--- config.mk ---
export PLATFORM = sky130hd
export DESIGN_NAME = pdc_top
export DESIGN_NICKNAME = d
export VERILOG_FILES = /design/src/inc/pdc_pkg.sv /design/src/rtl/pdc_top.sv
export VERILOG_INCLUDE_DIRS = /design/src /design/src/inc
export SDC_FILE = /design/constraint.sdc
export NUM_CORES = 1
export LEC_CHECK = 0
export BUFFER_PORTS_ARGS = -buffer_cell sky130_fd_sc_hd__buf_2
export CORE_ASPECT_RATIO = 1.4
export CORE_MARGIN = 2
export CORE_UTILIZATION = 45
export CTS_CLUSTER_SIZE = 8
export DETAILED_ROUTE_END_ITERATION = 8
export SETUP_SLACK_MARGIN = 0.4
export SKIP_LAST_GASP = 1
export SLEW_MARGIN = 10
export SYNTH_ARGS = -nofsm -noshare
export SYNTH_HDL_FRONTEND = slang
export SYNTH_SLANG_ARGS = --single-unit
--- constraint.sdc ---
create_clock -name CLK_SYS -period 10.1 [get_ports CLK_SYS]
set_input_delay 0 -clock CLK_SYS [delete_from_list [all_inputs] [get_ports CLK_SYS]]
set_output_delay 0 -clock CLK_SYS [all_outputs]
set_load 0.005 [all_outputs]
--- src/inc/pdc_cfg.svh ---
`ifndef PDC_CFG_SVH
`define PDC_CFG_SVH

// ----------------------------------------------------------------------
// Register offsets
// ----------------------------------------------------------------------
`define PDC_ADDR_READSEL  10'h004
`define PDC_ADDR_PUMP_PWR 10'h010
`define PDC_ADDR_REF_LO   10'h011
`define PDC_ADDR_REF_HI   10'h012
`define PDC_ADDR_SWALLOW  10'h013
`define PDC_ADDR_MAIN_LO  10'h014
`define PDC_ADDR_MAIN_HI  10'h015
`define PDC_ADDR_CTRL     10'h016

// ----------------------------------------------------------------------
// Reset values and writable bit masks
// ----------------------------------------------------------------------
`define PDC_RST_PUMP_PWR  8'h0D
`define PDC_RST_REF_LO    8'h01
`define PDC_RST_REF_HI    8'h00
`define PDC_RST_SWALLOW   8'h00
`define PDC_RST_MAIN_LO   8'h03
`define PDC_RST_MAIN_HI   8'h00
`define PDC_RST_CTRL      8'h00
`define PDC_MSK_PUMP_PWR  8'h0F
`define PDC_MSK_REF_LO    8'hFF
`define PDC_MSK_REF_HI    8'h3F
`define PDC_MSK_SWALLOW   8'h3F
`define PDC_MSK_MAIN_LO   8'hFF
`define PDC_MSK_MAIN_HI   8'h1F
`define PDC_MSK_CTRL      8'hF8

// ----------------------------------------------------------------------
// Field positions
// ----------------------------------------------------------------------
`define PDC_PUMP_MODE_MSB 3
`define PDC_PUMP_MODE_LSB 2
`define PDC_POWER_MSB     1
`define PDC_POWER_LSB     0
`define PDC_CTRL_MIDSUP   7
`define PDC_CTRL_RST_REF  6
`define PDC_CTRL_RST_FB   5
`define PDC_CTRL_RST_ALL  4
`define PDC_CTRL_BYPASS   3
`define PDC_READSEL_BIT   0

`endif

--- src/inc/pdc_pkg.sv ---
`default_nettype none

// ----------------------------------------------------------------------
// Types shared by the divider control block
// ----------------------------------------------------------------------
package pdc_pkg;

   // Pump operating mode codes
   typedef enum logic [1:0] {
      PDC_PUMP_HIZ    = 2'h0,
      PDC_PUMP_SOURCE = 2'h1,
      PDC_PUMP_SINK   = 2'h2,
      PDC_PUMP_NORMAL = 2'h3
   } pdc_pump_mode_t;

   // Loop power codes
   typedef enum logic [1:0] {
      PDC_PWR_RUN    = 2'h0,
      PDC_PWR_ASYNC  = 2'h1,
      PDC_PWR_UNUSED = 2'h2,
      PDC_PWR_SYNC   = 2'h3
   } pdc_power_mode_t;

endpackage : pdc_pkg

`default_nettype wire

--- src/rtl/pdc_top.sv ---
`default_nettype none

`include "pdc_cfg.svh"

module pdc_top
   import pdc_pkg::*;
(
   // Clock and reset
   input  wire logic       CLK_SYS,
   input  wire logic       RST,
   // Register access port
   input  wire logic [9:0] REG_ADDR,
   input  wire logic [7:0] REG_WDATA,
   input  wire logic       REG_WR,
   input  wire logic       REG_RD,
   input  wire logic       REG_UPDATE,
   output logic      [7:0] REG_RDATA,
   // Divider and phase detector inputs
   input  wire logic       REF_TICK,
   input  wire logic       FB_TICK,
   input  wire logic       PFD_UP,
   input  wire logic       PFD_DOWN,
   // Divider outputs
   output logic            REF_DIV_OUT,
   output logic            FB_DIV_OUT,
   output logic            MOD_SEL,
   output logic            REF_DIV_HELD,
   output logic            FB_DIV_HELD,
   // Pump and loop outputs
   output logic            PUMP_OUTPUT_UP,
   output logic            PUMP_OUTPUT_DOWN,
   output logic            PUMP_OUTPUT_HIZ,
   output logic            PUMP_SUPPLY_HALF,
   output logic      [1:0] LOOP_POWER
);

   localparam int NREG = 7;

   // ----------------------------------------------------------------------
   // Register storage
   // ----------------------------------------------------------------------
   logic [7:0]  buf_reg [NREG];
   logic [7:0]  act_reg [NREG];
   logic [7:0]  rst_val [NREG];
   logic [7:0]  wr_mask [NREG];
   logic        readsel_reg;
   logic [7:0]  rdata_reg;
   logic [2:0]  wr_idx;
   logic        wr_hit;

   // Reset values, then writable masks
   assign rst_val[0] = `PDC_RST_PUMP_PWR;
   assign rst_val[1] = `PDC_RST_REF_LO;
   assign rst_val[2] = `PDC_RST_REF_HI;
   assign rst_val[3] = `PDC_RST_SWALLOW;
   assign rst_val[4] = `PDC_RST_MAIN_LO;
   assign rst_val[5] = `PDC_RST_MAIN_HI;
   assign rst_val[6] = `PDC_RST_CTRL;
   assign wr_mask[0] = `PDC_MSK_PUMP_PWR;
   assign wr_mask[1] = `PDC_MSK_REF_LO;
   assign wr_mask[2] = `PDC_MSK_REF_HI;
   assign wr_mask[3] = `PDC_MSK_SWALLOW;
   assign wr_mask[4] = `PDC_MSK_MAIN_LO;
   assign wr_mask[5] = `PDC_MSK_MAIN_HI;
   assign wr_mask[6] = `PDC_MSK_CTRL;

   // Address decode to bank index
   always_comb begin
      wr_idx = 3'h0;
      wr_hit = 1'b1;
      if (REG_ADDR == `PDC_ADDR_PUMP_PWR) begin
         wr_idx = 3'h0;
      end else if (REG_ADDR == `PDC_ADDR_REF_LO) begin
         wr_idx = 3'h1;
      end else if (REG_ADDR == `PDC_ADDR_REF_HI) begin
         wr_idx = 3'h2;
      end else if (REG_ADDR == `PDC_ADDR_SWALLOW) begin
         wr_idx = 3'h3;
      end else if (REG_ADDR == `PDC_ADDR_MAIN_LO) begin
         wr_idx = 3'h4;
      end else if (REG_ADDR == `PDC_ADDR_MAIN_HI) begin
         wr_idx = 3'h5;
      end else if (REG_ADDR == `PDC_ADDR_CTRL) begin
         wr_idx = 3'h6;
      end else begin
         wr_hit = 1'b0;
      end
   end

   // Buffer and active banks, one pair per register
   genvar gi;
   generate
      for (gi = 0; gi < NREG; gi++) begin : g_bank
         always_ff @(posedge CLK_SYS or posedge RST) begin
            if (RST) begin
               buf_reg[gi] <= 8'h00;
            end else if (REG_WR && wr_hit && wr_idx == 3'(gi)) begin
               buf_reg[gi] <= (REG_WDATA & wr_mask[gi]) ^ rst_val[gi];
            end
         end
         always_ff @(posedge CLK_SYS or posedge RST) begin
            if (RST) begin
               act_reg[gi] <= 8'h00;
            end else if (REG_UPDATE) begin
               act_reg[gi] <= buf_reg[gi];
            end
         end
      end
   endgenerate

   // Readback select, written directly
   always_ff @(posedge CLK_SYS or posedge RST) begin
      if (RST) begin
         readsel_reg <= 1'b0;
      end else if (REG_WR && REG_ADDR == `PDC_ADDR_READSEL) begin
         readsel_reg <= REG_WDATA[`PDC_READSEL_BIT];
      end
   end

   // ----------------------------------------------------------------------
   // Reset value overlay
   // ----------------------------------------------------------------------
   // Banks hold the difference from the reset value, so async reset
   // loads only constants; the stored word is XORed back on use.
   logic [7:0] buf_val [NREG];
   logic [7:0] act_val [NREG];
   generate
      for (gi = 0; gi < NREG; gi++) begin : g_view
         assign buf_val[gi] = buf_reg[gi];
         assign act_val[gi] = act_reg[gi];
      end
   endgenerate

   // ----------------------------------------------------------------------
   // Read path
   // ----------------------------------------------------------------------
   // Registered readback one cycle after the strobe
   always_ff @(posedge CLK_SYS or posedge RST) begin
      if (RST) begin
         rdata_reg <= 8'h00;
      end else if (REG_RD) begin
         if (REG_ADDR == `PDC_ADDR_READSEL) begin
            rdata_reg <= {7'h00, readsel_reg};
         end else if (wr_hit && readsel_reg) begin
            rdata_reg <= act_val[wr_idx] ^ rst_val[wr_idx];
         end else if (wr_hit) begin
            rdata_reg <= buf_val[wr_idx] ^ rst_val[wr_idx];
         end else begin
            rdata_reg <= 8'h00;
         end
      end
   end
   assign REG_RDATA = rdata_reg;

   // ----------------------------------------------------------------------
   // Active field extraction
   // ----------------------------------------------------------------------
   logic [7:0]      pp_w;
   logic [7:0]      ctl_w;
   logic [13:0]     ref_val;
   logic [5:0]      swl_val;
   logic [12:0]     main_val;
   pdc_pump_mode_t  pump_mode;
   pdc_power_mode_t pwr_mode;
   logic            loop_off;
   logic            hold_ref;
   logic            hold_fb;
   logic            bypass;

   assign pp_w     = act_val[0] ^ rst_val[0];
   assign ctl_w    = act_val[6] ^ rst_val[6];
   assign ref_val  = 14'({(act_val[2] ^ rst_val[2]) & 8'h3F,
                          act_val[1] ^ rst_val[1]});
   assign swl_val  = 6'(act_val[3] ^ rst_val[3]);
   assign main_val = 13'({(act_val[5] ^ rst_val[5]) & 8'h1F,
                          act_val[4] ^ rst_val[4]});
   assign pump_mode = pdc_pump_mode_t'(
      pp_w[`PDC_PUMP_MODE_MSB:`PDC_PUMP_MODE_LSB]);
   assign pwr_mode  = pdc_power_mode_t'(
      pp_w[`PDC_POWER_MSB:`PDC_POWER_LSB]);
   // Loop runs only at the run code
   assign loop_off = (pwr_mode != PDC_PWR_RUN);
   assign hold_ref = ctl_w[`PDC_CTRL_RST_REF]
                   | ctl_w[`PDC_CTRL_RST_ALL] | loop_off;
   assign hold_fb  = ctl_w[`PDC_CTRL_RST_FB]
                   | ctl_w[`PDC_CTRL_RST_ALL] | loop_off;
   assign bypass   = ctl_w[`PDC_CTRL_BYPASS];

   // ----------------------------------------------------------------------
   // Reference divider
   // ----------------------------------------------------------------------
   logic [13:0] ref_cnt_reg;
   logic [13:0] ref_term;
   logic        ref_out_reg;

   // Zero divisor behaves as divide-by-one
   assign ref_term = (ref_val <= 14'h0001) ? 14'h0000 : ref_val - 14'h0001;

   always_ff @(posedge CLK_SYS or posedge RST) begin
      if (RST) begin
         ref_cnt_reg <= 14'h0000;
         ref_out_reg <= 1'b0;
      end else if (hold_ref) begin
         ref_cnt_reg <= 14'h0000;
         ref_out_reg <= 1'b0;
      end else if (REF_TICK && ref_cnt_reg >= ref_term) begin
         ref_cnt_reg <= 14'h0000;
         ref_out_reg <= 1'b1;
      end else if (REF_TICK) begin
         ref_cnt_reg <= ref_cnt_reg + 14'h0001;
         ref_out_reg <= 1'b0;
      end else begin
         ref_out_reg <= 1'b0;
      end
   end

   // ----------------------------------------------------------------------
   // Feedback divider, dual modulus control
   // ----------------------------------------------------------------------
   // Swallow count prescaler cycles run at modulus P+1, the rest at P,
   // so one output period spans P*main + swallow input cycles.
   logic [12:0] main_cnt_reg;
   logic [12:0] main_cnt_next;
   logic [12:0] main_term;
   logic [5:0]  swl_cnt_reg;
   logic [5:0]  swl_cnt_next;
   logic        fb_out_reg;
   logic        fb_out_next;
   logic        mod_sel_reg;

   assign main_term = (bypass || main_val <= 13'h0001) ?
                      13'h0000 : main_val - 13'h0001;

   // Next counts for each prescaler output pulse
   always_comb begin
      main_cnt_next = main_cnt_reg;
      swl_cnt_next  = swl_cnt_reg;
      fb_out_next   = 1'b0;
      if (FB_TICK) begin
         if (main_cnt_reg >= main_term) begin
            main_cnt_next = 13'h0000;
            swl_cnt_next  = 6'h00;
            fb_out_next   = 1'b1;
         end else begin
            main_cnt_next = main_cnt_reg + 13'h0001;
            if (swl_cnt_reg < swl_val) begin
               swl_cnt_next = swl_cnt_reg + 6'h01;
            end
         end
      end
   end

   always_ff @(posedge CLK_SYS or posedge RST) begin
      if (RST) begin
         main_cnt_reg <= 13'h0000;
         swl_cnt_reg  <= 6'h00;
         fb_out_reg   <= 1'b0;
         mod_sel_reg  <= 1'b0;
      end else if (hold_fb) begin
         main_cnt_reg <= 13'h0000;
         swl_cnt_reg  <= 6'h00;
         fb_out_reg   <= 1'b0;
         mod_sel_reg  <= 1'b0;
      end else begin
         main_cnt_reg <= main_cnt_next;
         swl_cnt_reg  <= swl_cnt_next;
         fb_out_reg   <= fb_out_next;
         mod_sel_reg  <= !bypass && (swl_cnt_next < swl_val);
      end
   end

   // ----------------------------------------------------------------------
   // Pump output control
   // ----------------------------------------------------------------------
   logic pump_up_reg;
   logic pump_dn_reg;
   logic pump_hiz_reg;
   logic pump_half_reg;
   logic held_ref_reg;
   logic held_fb_reg;
   logic [1:0] power_reg;

   always_ff @(posedge CLK_SYS or posedge RST) begin
      if (RST) begin
         pump_up_reg   <= 1'b0;
         pump_dn_reg   <= 1'b0;
         pump_hiz_reg  <= 1'b1;
         pump_half_reg <= 1'b0;
      end else if (ctl_w[`PDC_CTRL_MIDSUP] || loop_off) begin
         pump_up_reg   <= 1'b0;
         pump_dn_reg   <= 1'b0;
         pump_hiz_reg  <= 1'b1;
         pump_half_reg <= ctl_w[`PDC_CTRL_MIDSUP];
      end else begin
         pump_half_reg <= 1'b0;
         case (pump_mode)
            PDC_PUMP_HIZ: begin
               pump_up_reg  <= 1'b0;
               pump_dn_reg  <= 1'b0;
               pump_hiz_reg <= 1'b1;
            end
            PDC_PUMP_SOURCE: begin
               pump_up_reg  <= 1'b1;
               pump_dn_reg  <= 1'b0;
               pump_hiz_reg <= 1'b0;
            end
            PDC_PUMP_SINK: begin
               pump_up_reg  <= 1'b0;
               pump_dn_reg  <= 1'b1;
               pump_hiz_reg <= 1'b0;
            end
            default: begin
               pump_up_reg  <= PFD_UP;
               pump_dn_reg  <= PFD_DOWN;
               pump_hiz_reg <= !(PFD_UP || PFD_DOWN);
            end
         endcase
      end
   end

   // Status outputs
   always_ff @(posedge CLK_SYS or posedge RST) begin
      if (RST) begin
         held_ref_reg <= 1'b1;
         held_fb_reg  <= 1'b1;
         power_reg    <= 2'h1;
      end else begin
         held_ref_reg <= hold_ref;
         held_fb_reg  <= hold_fb;
         power_reg    <= pwr_mode;
      end
   end

   assign REF_DIV_OUT      = ref_out_reg;
   assign FB_DIV_OUT       = fb_out_reg;
   assign MOD_SEL          = mod_sel_reg;
   assign REF_DIV_HELD     = held_ref_reg;
   assign FB_DIV_HELD      = held_fb_reg;
   assign PUMP_OUTPUT_UP   = pump_up_reg;
   assign PUMP_OUTPUT_DOWN = pump_dn_reg;
   assign PUMP_OUTPUT_HIZ  = pump_hiz_reg;
   assign PUMP_SUPPLY_HALF = pump_half_reg;
   assign LOOP_POWER       = power_reg;

endmodule : pdc_top

`default_nettype wire

## Word-level counts from Yosys, hierarchy flattened

Memory sizes are Yosys's and may differ from the RTL's.
Cells that the tools add are included.

| cells by class | value |
|---|---|
| add/sub/neg operators | 5 |
| $lt $le $gt $ge | 7 |
| eq/ne operators | 16 |
| multiplexer cells | 50 |
| bitwise logic cells | 13 |
| reductions and logical operators | 25 |

Operators with widths:

| cell | number |
|---|---|
| 8-bit 2-to-1 mux | 9 |
| 10-bit by 5-bit == test with 1-bit output, second input constant | 7 |
| 14-bit 2-to-1 mux | 4 |
| 13-bit 2-to-1 mux | 4 |
| 8-bit binary-select mux with 3-bit select | 2 |
| 6-bit 2-to-1 mux | 4 |
| 3-bit 2-to-1 mux | 7 |
| 1-bit 2-to-1 mux | 17 |
| 8-bit bitwise XOR | 2 |
| 14-bit by 1-bit adder with 14-bit output, second input constant | 1 |
| 14-bit greater-or-equal comparator | 1 |
| 14-bit by 1-bit less-or-equal comparator with 1-bit output, second input constant | 1 |
| 14-bit by 1-bit subtractor with 14-bit output, second input constant | 1 |
| 13-bit by 1-bit adder with 13-bit output, second input constant | 1 |
| 13-bit greater-or-equal comparator | 1 |
| 13-bit by 1-bit less-or-equal comparator with 1-bit output, second input constant | 1 |
| 13-bit by 1-bit subtractor with 13-bit output, second input constant | 1 |
| 1-bit logical AND | 12 |
| 6-bit < comparator | 2 |
| 10-bit by 3-bit == test with 1-bit output, second input constant | 1 |
| 3-bit == test, second input constant | 3 |
| 6-bit by 1-bit adder with 6-bit output, second input constant | 1 |
| 3-bit by 2-bit == test with 1-bit output, second input constant | 2 |
| 3-bit NOT | 2 |
| 16 further kinds | 29 |

| word-level totals | value |
|---|---|
| flip-flop bits (word level) | 137 |
| memory bits (read-only) | 64 |
| bits of input ports | 27 |
| output and inout bits | 19 |
| logic and storage cells | 146 |
| memories kept | 1 |

Memories:

| name | words | bits a word | read ports | clocked after memory_dff | write ports | RTL line | source |
|---|---|---|---|---|---|---|---|
| (no name shown) | 8 | 8 | 1 | 0 | 0 | pdc_top.sv:147 | `rdata_reg <= buf_val[wr_idx] ^ rst_val[wr_idx];` |

## Longest topological paths before layout

| logic depth | value |
|---|---|
| depth in word-level cells | 16 |
| mapped depth | 20 |

## Worst setup path before layout

No wires, ideal clock.

| path | value |
|---|---|
| path type | flip-flop to flip-flop |
| start | register act_reg[19] in the netlist's numbering |
| end | register mod_sel_reg, in the netlist MOD_SEL |
| arrival time | 3944 ps |
| path slack | 6030 ps |
| stages on the path, launching flop included | 19 |
| path buffers | 3 |
| clock period less this slack | 4070 ps |
| cells stage by stage | dfrtp_1 clkbuf_1 nor4_1 nand2_1 nor4_1 a21oi_1 clkbuf_1 nand2_1 ha_1 nand4_1 o41a_1 clkbuf_1 nor2_1 a311o_1 a21oi_1 ha_1 nand4_1 or2_2 o311a_1 |

| between the ends | value |
|---|---|
| cells in the longest elaborated chain, start to end | 9 |
| elaborated cells on any way between the ends | 10 |
| classes of those cells | add/sub (1); order compare (3); mux (4); reduce/logical (2) |

RTL lines:

| item | RTL line | source |
|---|---|---|
| start, declared | pdc_top.sv:43 | `logic [7:0] act_reg [NREG];` |
| start signal, assigned by index | pdc_top.sv:105 | `act_reg[gi] <= buf_reg[gi];` |
| 13-bit by 1-bit less-or-equal comparator with 1-bit output | pdc_top.sv:231 | `assign main_term = (bypass \|\| main_val <= 13'h0001) ?` |
| 1-bit logical OR | pdc_top.sv:231 |  |
| 13-bit 2-to-1 mux (*) | pdc_top.sv:231 |  |
| 13-bit greater-or-equal comparator (*) | pdc_top.sv:240 | `if (main_cnt_reg >= main_term) begin` |
| 6-bit 2-to-1 mux (*) | pdc_top.sv:240 |  |
| 6-bit 2-to-1 mux (*) | pdc_top.sv:239 | `if (FB_TICK) begin` |
| 6-bit < comparator (*) | pdc_top.sv:268 | `mod_sel_reg <= !bypass && (swl_cnt_next < swl_val);` |
| 1-bit logical AND (*) | pdc_top.sv:268 |  |
| 1-bit 2-to-1 mux (*) | pdc_top.sv:259 | `end else if (hold_fb) begin` |
| end signal, assigned | pdc_top.sv:268 |  |
| end, declared | pdc_top.sv:229 | `logic mod_sel_reg;` |

Every way passes the cells marked *; elsewhere a longest branch is shown, timed or not.
A chain may end at the register's enable or synchronous reset.

## Worst setup path after layout

Ends and elaborated chain as after synthesis.

==> impl_metrics.prom <==
# TYPE chip_impl_metric gauge
chip_impl_info{name="outcome",value="complete, no violations"} 1
chip_impl_metric{name="data_arrival_time_of_the_critical_path",unit="ps"} 4820
chip_impl_metric{name="drv.max_cap_violation_count",unit=""} 0
chip_impl_info{name="r2r-start",value="act_reg[19]$_DFFE_PP0P_"} 1
chip_impl_info{name="synth-main-ff-cell",value="dfrtp_1"} 1
chip_impl_info{name="worst_path_dominant_cell_family",value="simple AND/OR/NAND/NOR gates"} 1
chip_impl_metric{name="place_inst",unit=""} 1112
chip_impl_metric{name="worst_ir_drop_vdd",unit="mV"} 0.116
chip_impl_metric{name="drt_pass1_iterations",unit=""} 6
chip_impl_metric{name="synth.avg_cell_area",unit="µm²"} 9.65
chip_impl_info{name="largest_family_of_logic_cells_by_synthesized_area",value="simple AND/OR/NAND/NOR gates"} 1
chip_impl_metric{name="final-max-slew-violation-count",unit=""} 0
chip_impl_metric{name="largest_register_ff_count",unit=""} 42
chip_impl_info{name="crit_path_start",value="act_reg[19]$_DFFE_PP0P_"} 1
chip_impl_metric{name="place.gp.congestion",unit=""} 0.898
chip_impl_metric{name="synth_edf_count",unit=""} 0
chip_impl_metric{name="groute.usage.overall",unit=""} 0.241
chip_impl_metric{name="setup-violations-final",unit=""} 0
chip_impl_info{name="crit_path_end_kind",value="flip-flop"} 1
chip_impl_info{name="crit_path_top_delay_cell",value="nor4_1"} 1
chip_impl_metric{name="p_clk_frac",unit=""} 0.471
chip_impl_metric{name="grt_pass1_wl",unit="mm"} 36.7
chip_impl_metric{name="worst_r2r_path_depth",unit=""} 15
chip_impl_metric{name="postRouteAntennaNets",unit=""} 0
chip_impl_info{name="cp-start-kind",value="flip-flop"} 1
chip_impl_metric{name="detail_route.wl_per_cell",unit="µm"} 19.4
chip_impl_metric{name="fraction_of_final_layout_cells_with_drive_strength_greater_than_1",unit=""} 0.189
chip_impl_metric{name="area_growth",unit="%"} 12.8
chip_impl_metric{name="cts_repair_resize_count",unit=""} 0
chip_impl_info{name="worstHoldStart",value="REG_WR"} 1
chip_impl_metric{name="rows",unit=""} 58
chip_impl_info{name="highest-signal-layer",value="met4"} 1
chip_impl_metric{name="wirelength",unit="mm"} 22.4
chip_impl_metric{name="flop_and_latch_count_out_of_synthesis",unit=""} 137
chip_impl_metric{name="slew-limit-headroom",unit=""} 0.160
chip_impl_metric{name="hold_path_depth",unit=""} 3
chip_impl_metric{name="number_of_endpoints_with_negative_hold_slack_in_the_final_report",unit=""} 0
chip_impl_metric{name="grt_overflow_total",unit=""} 0
chip_impl_metric{name="cellInternalPower",unit="mW"} 0.953
chip_impl_metric{name="ys_seq_area_frac",unit=""} 0.415
chip_impl_metric{name="period_minus_slack",unit="ps"} 4520
chip_impl_metric{name="p_leak",unit="nW"} 4.29
chip_impl_info{name="timing.hold.worst.class",value="primary input to flip-flop"} 1
chip_impl_metric{name="post_synth_inst_count",unit=""} 857
chip_impl_metric{name="dieHeight",unit="µm"} 164
chip_impl_metric{name="synthDistinctLibCells",unit=""} 73
chip_impl_metric{name="achievable-frequency",unit="MHz"} 221
chip_impl_metric{name="tightest_slew",unit="ps"} 1240
chip_impl_metric{name="synth-compound-area-share",unit=""} 0.150
chip_impl_metric{name="power.density",unit="nW/µm²"} 138
chip_impl_metric{name="utilization",unit=""} 0.519
chip_impl_metric{name="yosysWarningCount",unit=""} 0
chip_impl_metric{name="synth_fa_ha_area_frac",unit=""} 0.0665
chip_impl_metric{name="grt_start_max_net_pins",unit=""} 75
chip_impl_metric{name="synth.net_count",unit=""} 928
chip_impl_metric{name="place.detailed.hpwl",unit="mm"} 16.2
chip_impl_metric{name="initialDrtViolationCount",unit=""} 467
chip_impl_metric{name="core",unit="µm²"} 18000
chip_impl_metric{name="cts.reportedPaths.clkPinSlew",unit="ps"} 60
chip_impl_info{name="clock-root-buffer",value="clkbuf_16"} 1
chip_impl_metric{name="grt_pass1_vias",unit=""} 6682
chip_impl_metric{name="cp_data_required_time",unit="ps"} 10410
chip_impl_metric{name="post_synth_xor_area_fraction",unit=""} 0.0318
chip_impl_info{name="final_common_cell",value="dfrtp_1"} 1
chip_impl_metric{name="cp_slowest_stage_delay",unit="ps"} 500
chip_impl_metric{name="num_io_pins",unit=""} 46
chip_impl_metric{name="period_share",unit=""} 0.447
chip_impl_metric{name="power_frac_comb",unit=""} 0.089
chip_impl_metric{name="route.detailed.vias_per_inst",unit=""} 5.88
chip_impl_metric{name="switchingPower",unit="mW"} 0.340
chip_impl_info{name="cts_tree",value="done"} 1
chip_impl_metric{name="dieArea",unit="µm²"} 19500
chip_impl_metric{name="cts-buffers-inserted",unit=""} 17
chip_impl_metric{name="muxShareOfSynthArea",unit=""} 0.116
chip_impl_metric{name="cp.depth",unit=""} 15
chip_impl_metric{name="asyncSetResetFlopFracSynth",unit=""} 1.00
chip_impl_metric{name="vias",unit=""} 6796
chip_impl_metric{name="diodes",unit=""} 0
chip_impl_metric{name="cts.sinks",unit=""} 137
chip_impl_metric{name="syn_area",unit="µm²"} 8270
chip_impl_metric{name="reg2reg_setup_slack",unit="ps"} 5580
chip_impl_info{name="most_frequent_cells_in_the_layout",value="133 x dfrtp_1, 119 x nand2_1, 71 x mux2_2"} 1
chip_impl_metric{name="final_net_count",unit=""} 974
chip_impl_metric{name="initial_antenna_violation_count",unit=""} 0
chip_impl_metric{name="port-buffer-count",unit=""} 45
chip_impl_info{name="rsz0062_at_grt",value="false"} 1
chip_impl_metric{name="switching_portion_of_total_power",unit=""} 0.263
chip_impl_info{name="crit_type",value="flip-flop to flip-flop"} 1
chip_impl_metric{name="htree_levels",unit=""} 4
chip_impl_metric{name="met2WireLength",unit="mm"} 11.3
chip_impl_metric{name="finClkSkew",unit="ps"} 8.31
chip_impl_metric{name="power.share.sequential",unit=""} 0.440
chip_impl_metric{name="die_width",unit="µm"} 119
chip_impl_metric{name="worst_skew_pair.late_latency",unit="ps"} 420
chip_impl_metric{name="layout.cells.non_filler",unit=""} 1156
chip_impl_metric{name="final.setup.tns",unit="ps"} 0
chip_impl_metric{name="cts.path.max_buffers",unit=""} 2
chip_impl_metric{name="met3_length",unit="µm"} 878
chip_impl_metric{name="yosys.area_share.simple",unit=""} 0.182
chip_impl_info{name="cp_cell_sequence",value="nor4_1, nand2_1, nor4_1, a21oi_1, and2_1, ha_1, nand4_1, o41a_1, nor2_1, a311o_1, nor2_1, ha_1, nand4_1, or2_2, o311a_1"} 1
chip_impl_metric{name="starting_density",unit=""} 0.460
chip_impl_metric{name="critPathMaxFanout",unit=""} 13
chip_impl_metric{name="fillerInstances",unit=""} 1771
chip_impl_metric{name="post-route-drc-count",unit=""} 0
chip_impl_metric{name="critical_path_buf_inv_count",unit=""} 0
chip_impl_metric{name="routed_met1_length",unit="mm"} 9.72
[cell families (layout without fill, tap and decap cells)]
kind of cell	Yosys count	count (layout)
AO/OA/AOI/OAI	179	179
adder cells (fa/ha/maj)	44	44
flip-flops	137	137
buffers and inverters	67	126
multiplexers	84	84
XOR/XNOR	30	30
AND/OR/NAND/NOR	316	316
[metrics by stage]
stage / power, mW / cell area [µm²] / worst slack (ps) / hold WS, ps
after floorplan: 0.653 / 8270 / 6030 / 112
after global placement: 0.689 / 8640 / 5690 / 167
after detailed placement: 0.690 / 8640 / 5620 / 169
after CTS: 1.31 / 9330 / 5610 / 5.47
after global routing: 1.34 / 9330 / 5180 / 23.2
final: 1.29 / 9330 / 5580 / 19.7
[tightest hold or removal path, stage by stage]
cell     delay, ps
buf_2          160
nand4_1         90
mux2_2         150
[cells in the mapped netlist, types with 5 or more instances]
cell type,n,area share
mux2_2,71,0.097
or3_1,5,0.0038
nand3_1,27,0.016
o221ai_1,5,0.0053
nand2_1,119,0.054
mux2i_1,11,0.013
and3_1,7,0.0053
xor2_1,18,0.019
a41oi_1,9,0.0095
clkbuf_8,5,0.0083
a21o_1,10,0.0091
xnor2_1,12,0.013
clkbuf_1,23,0.010
o211ai_1,8,0.0073
nor2_1,67,0.030
a21oi_1,29,0.018
nor3_1,26,0.016
inv_1,33,0.015
nand4_1,19,0.014
ha_1,44,0.067
nor4_1,10,0.0076
a31oi_1,13,0.0098
nor2b_1,7,0.0053
o21ai_0,42,0.025
o22ai_1,8,0.0060
and2_1,5,0.0038
nand2b_1,6,0.0045
dfrtp_1,133,0.40
a211oi_1,15,0.014
[cell type report]
type	count	area, µm²	share of cell area
multi-input combinational	653	4520	0.484
clock inverter	12	118	0.0126
sequential	137	3430	0.368
clock buffer	20	457	0.0489
tap	240	300	0.0322
inverter	33	129	0.0138
timing repair buffer	61	375	0.0402
[power by group through the flow]
stage | combinational (mW) | sequential [mW] | clock (mW)
3_5_place_dp | 0.112 | 0.579 | 0
3_3_place_gp | 0.111 | 0.579 | 0
4_1_cts | 0.116 | 0.569 | 0.622
2_1_floorplan | 0.0780 | 0.575 | 0
6_report | 0.115 | 0.569 | 0.609
5_1_grt | 0.128 | 0.570 | 0.646
[metal layers]
layer  vias up  GRT usage
met2       187      0.425
met3        39     0.0404
met4         0     0.0839
met1      3325      0.298
li1       3245          -
met5         -          0
[final timing paths]
path                                               end
max in group asynchronous      act_reg[20]$_DFFE_PP0P_
hold reg to reg            ref_cnt_reg[13]$_DFFE_PP0P_
min in group asynchronous  main_cnt_reg[7]$_DFFE_PP0P_
setup / recovery                     MOD_SEL$_DFF_PP0_
setup reg to reg                     MOD_SEL$_DFF_PP0_
hold / removal                 readsel_reg$_DFFE_PP0P_
[what timing repair did]
| action | in CTS | in global routing |
|---|---|---|
| endpoints found under the hold margin | 114 | 0 |
| buffers inserted | 0 | 0 |
| hold buffers | 12 | 0 |
Power figures use the tool's default switching activity.
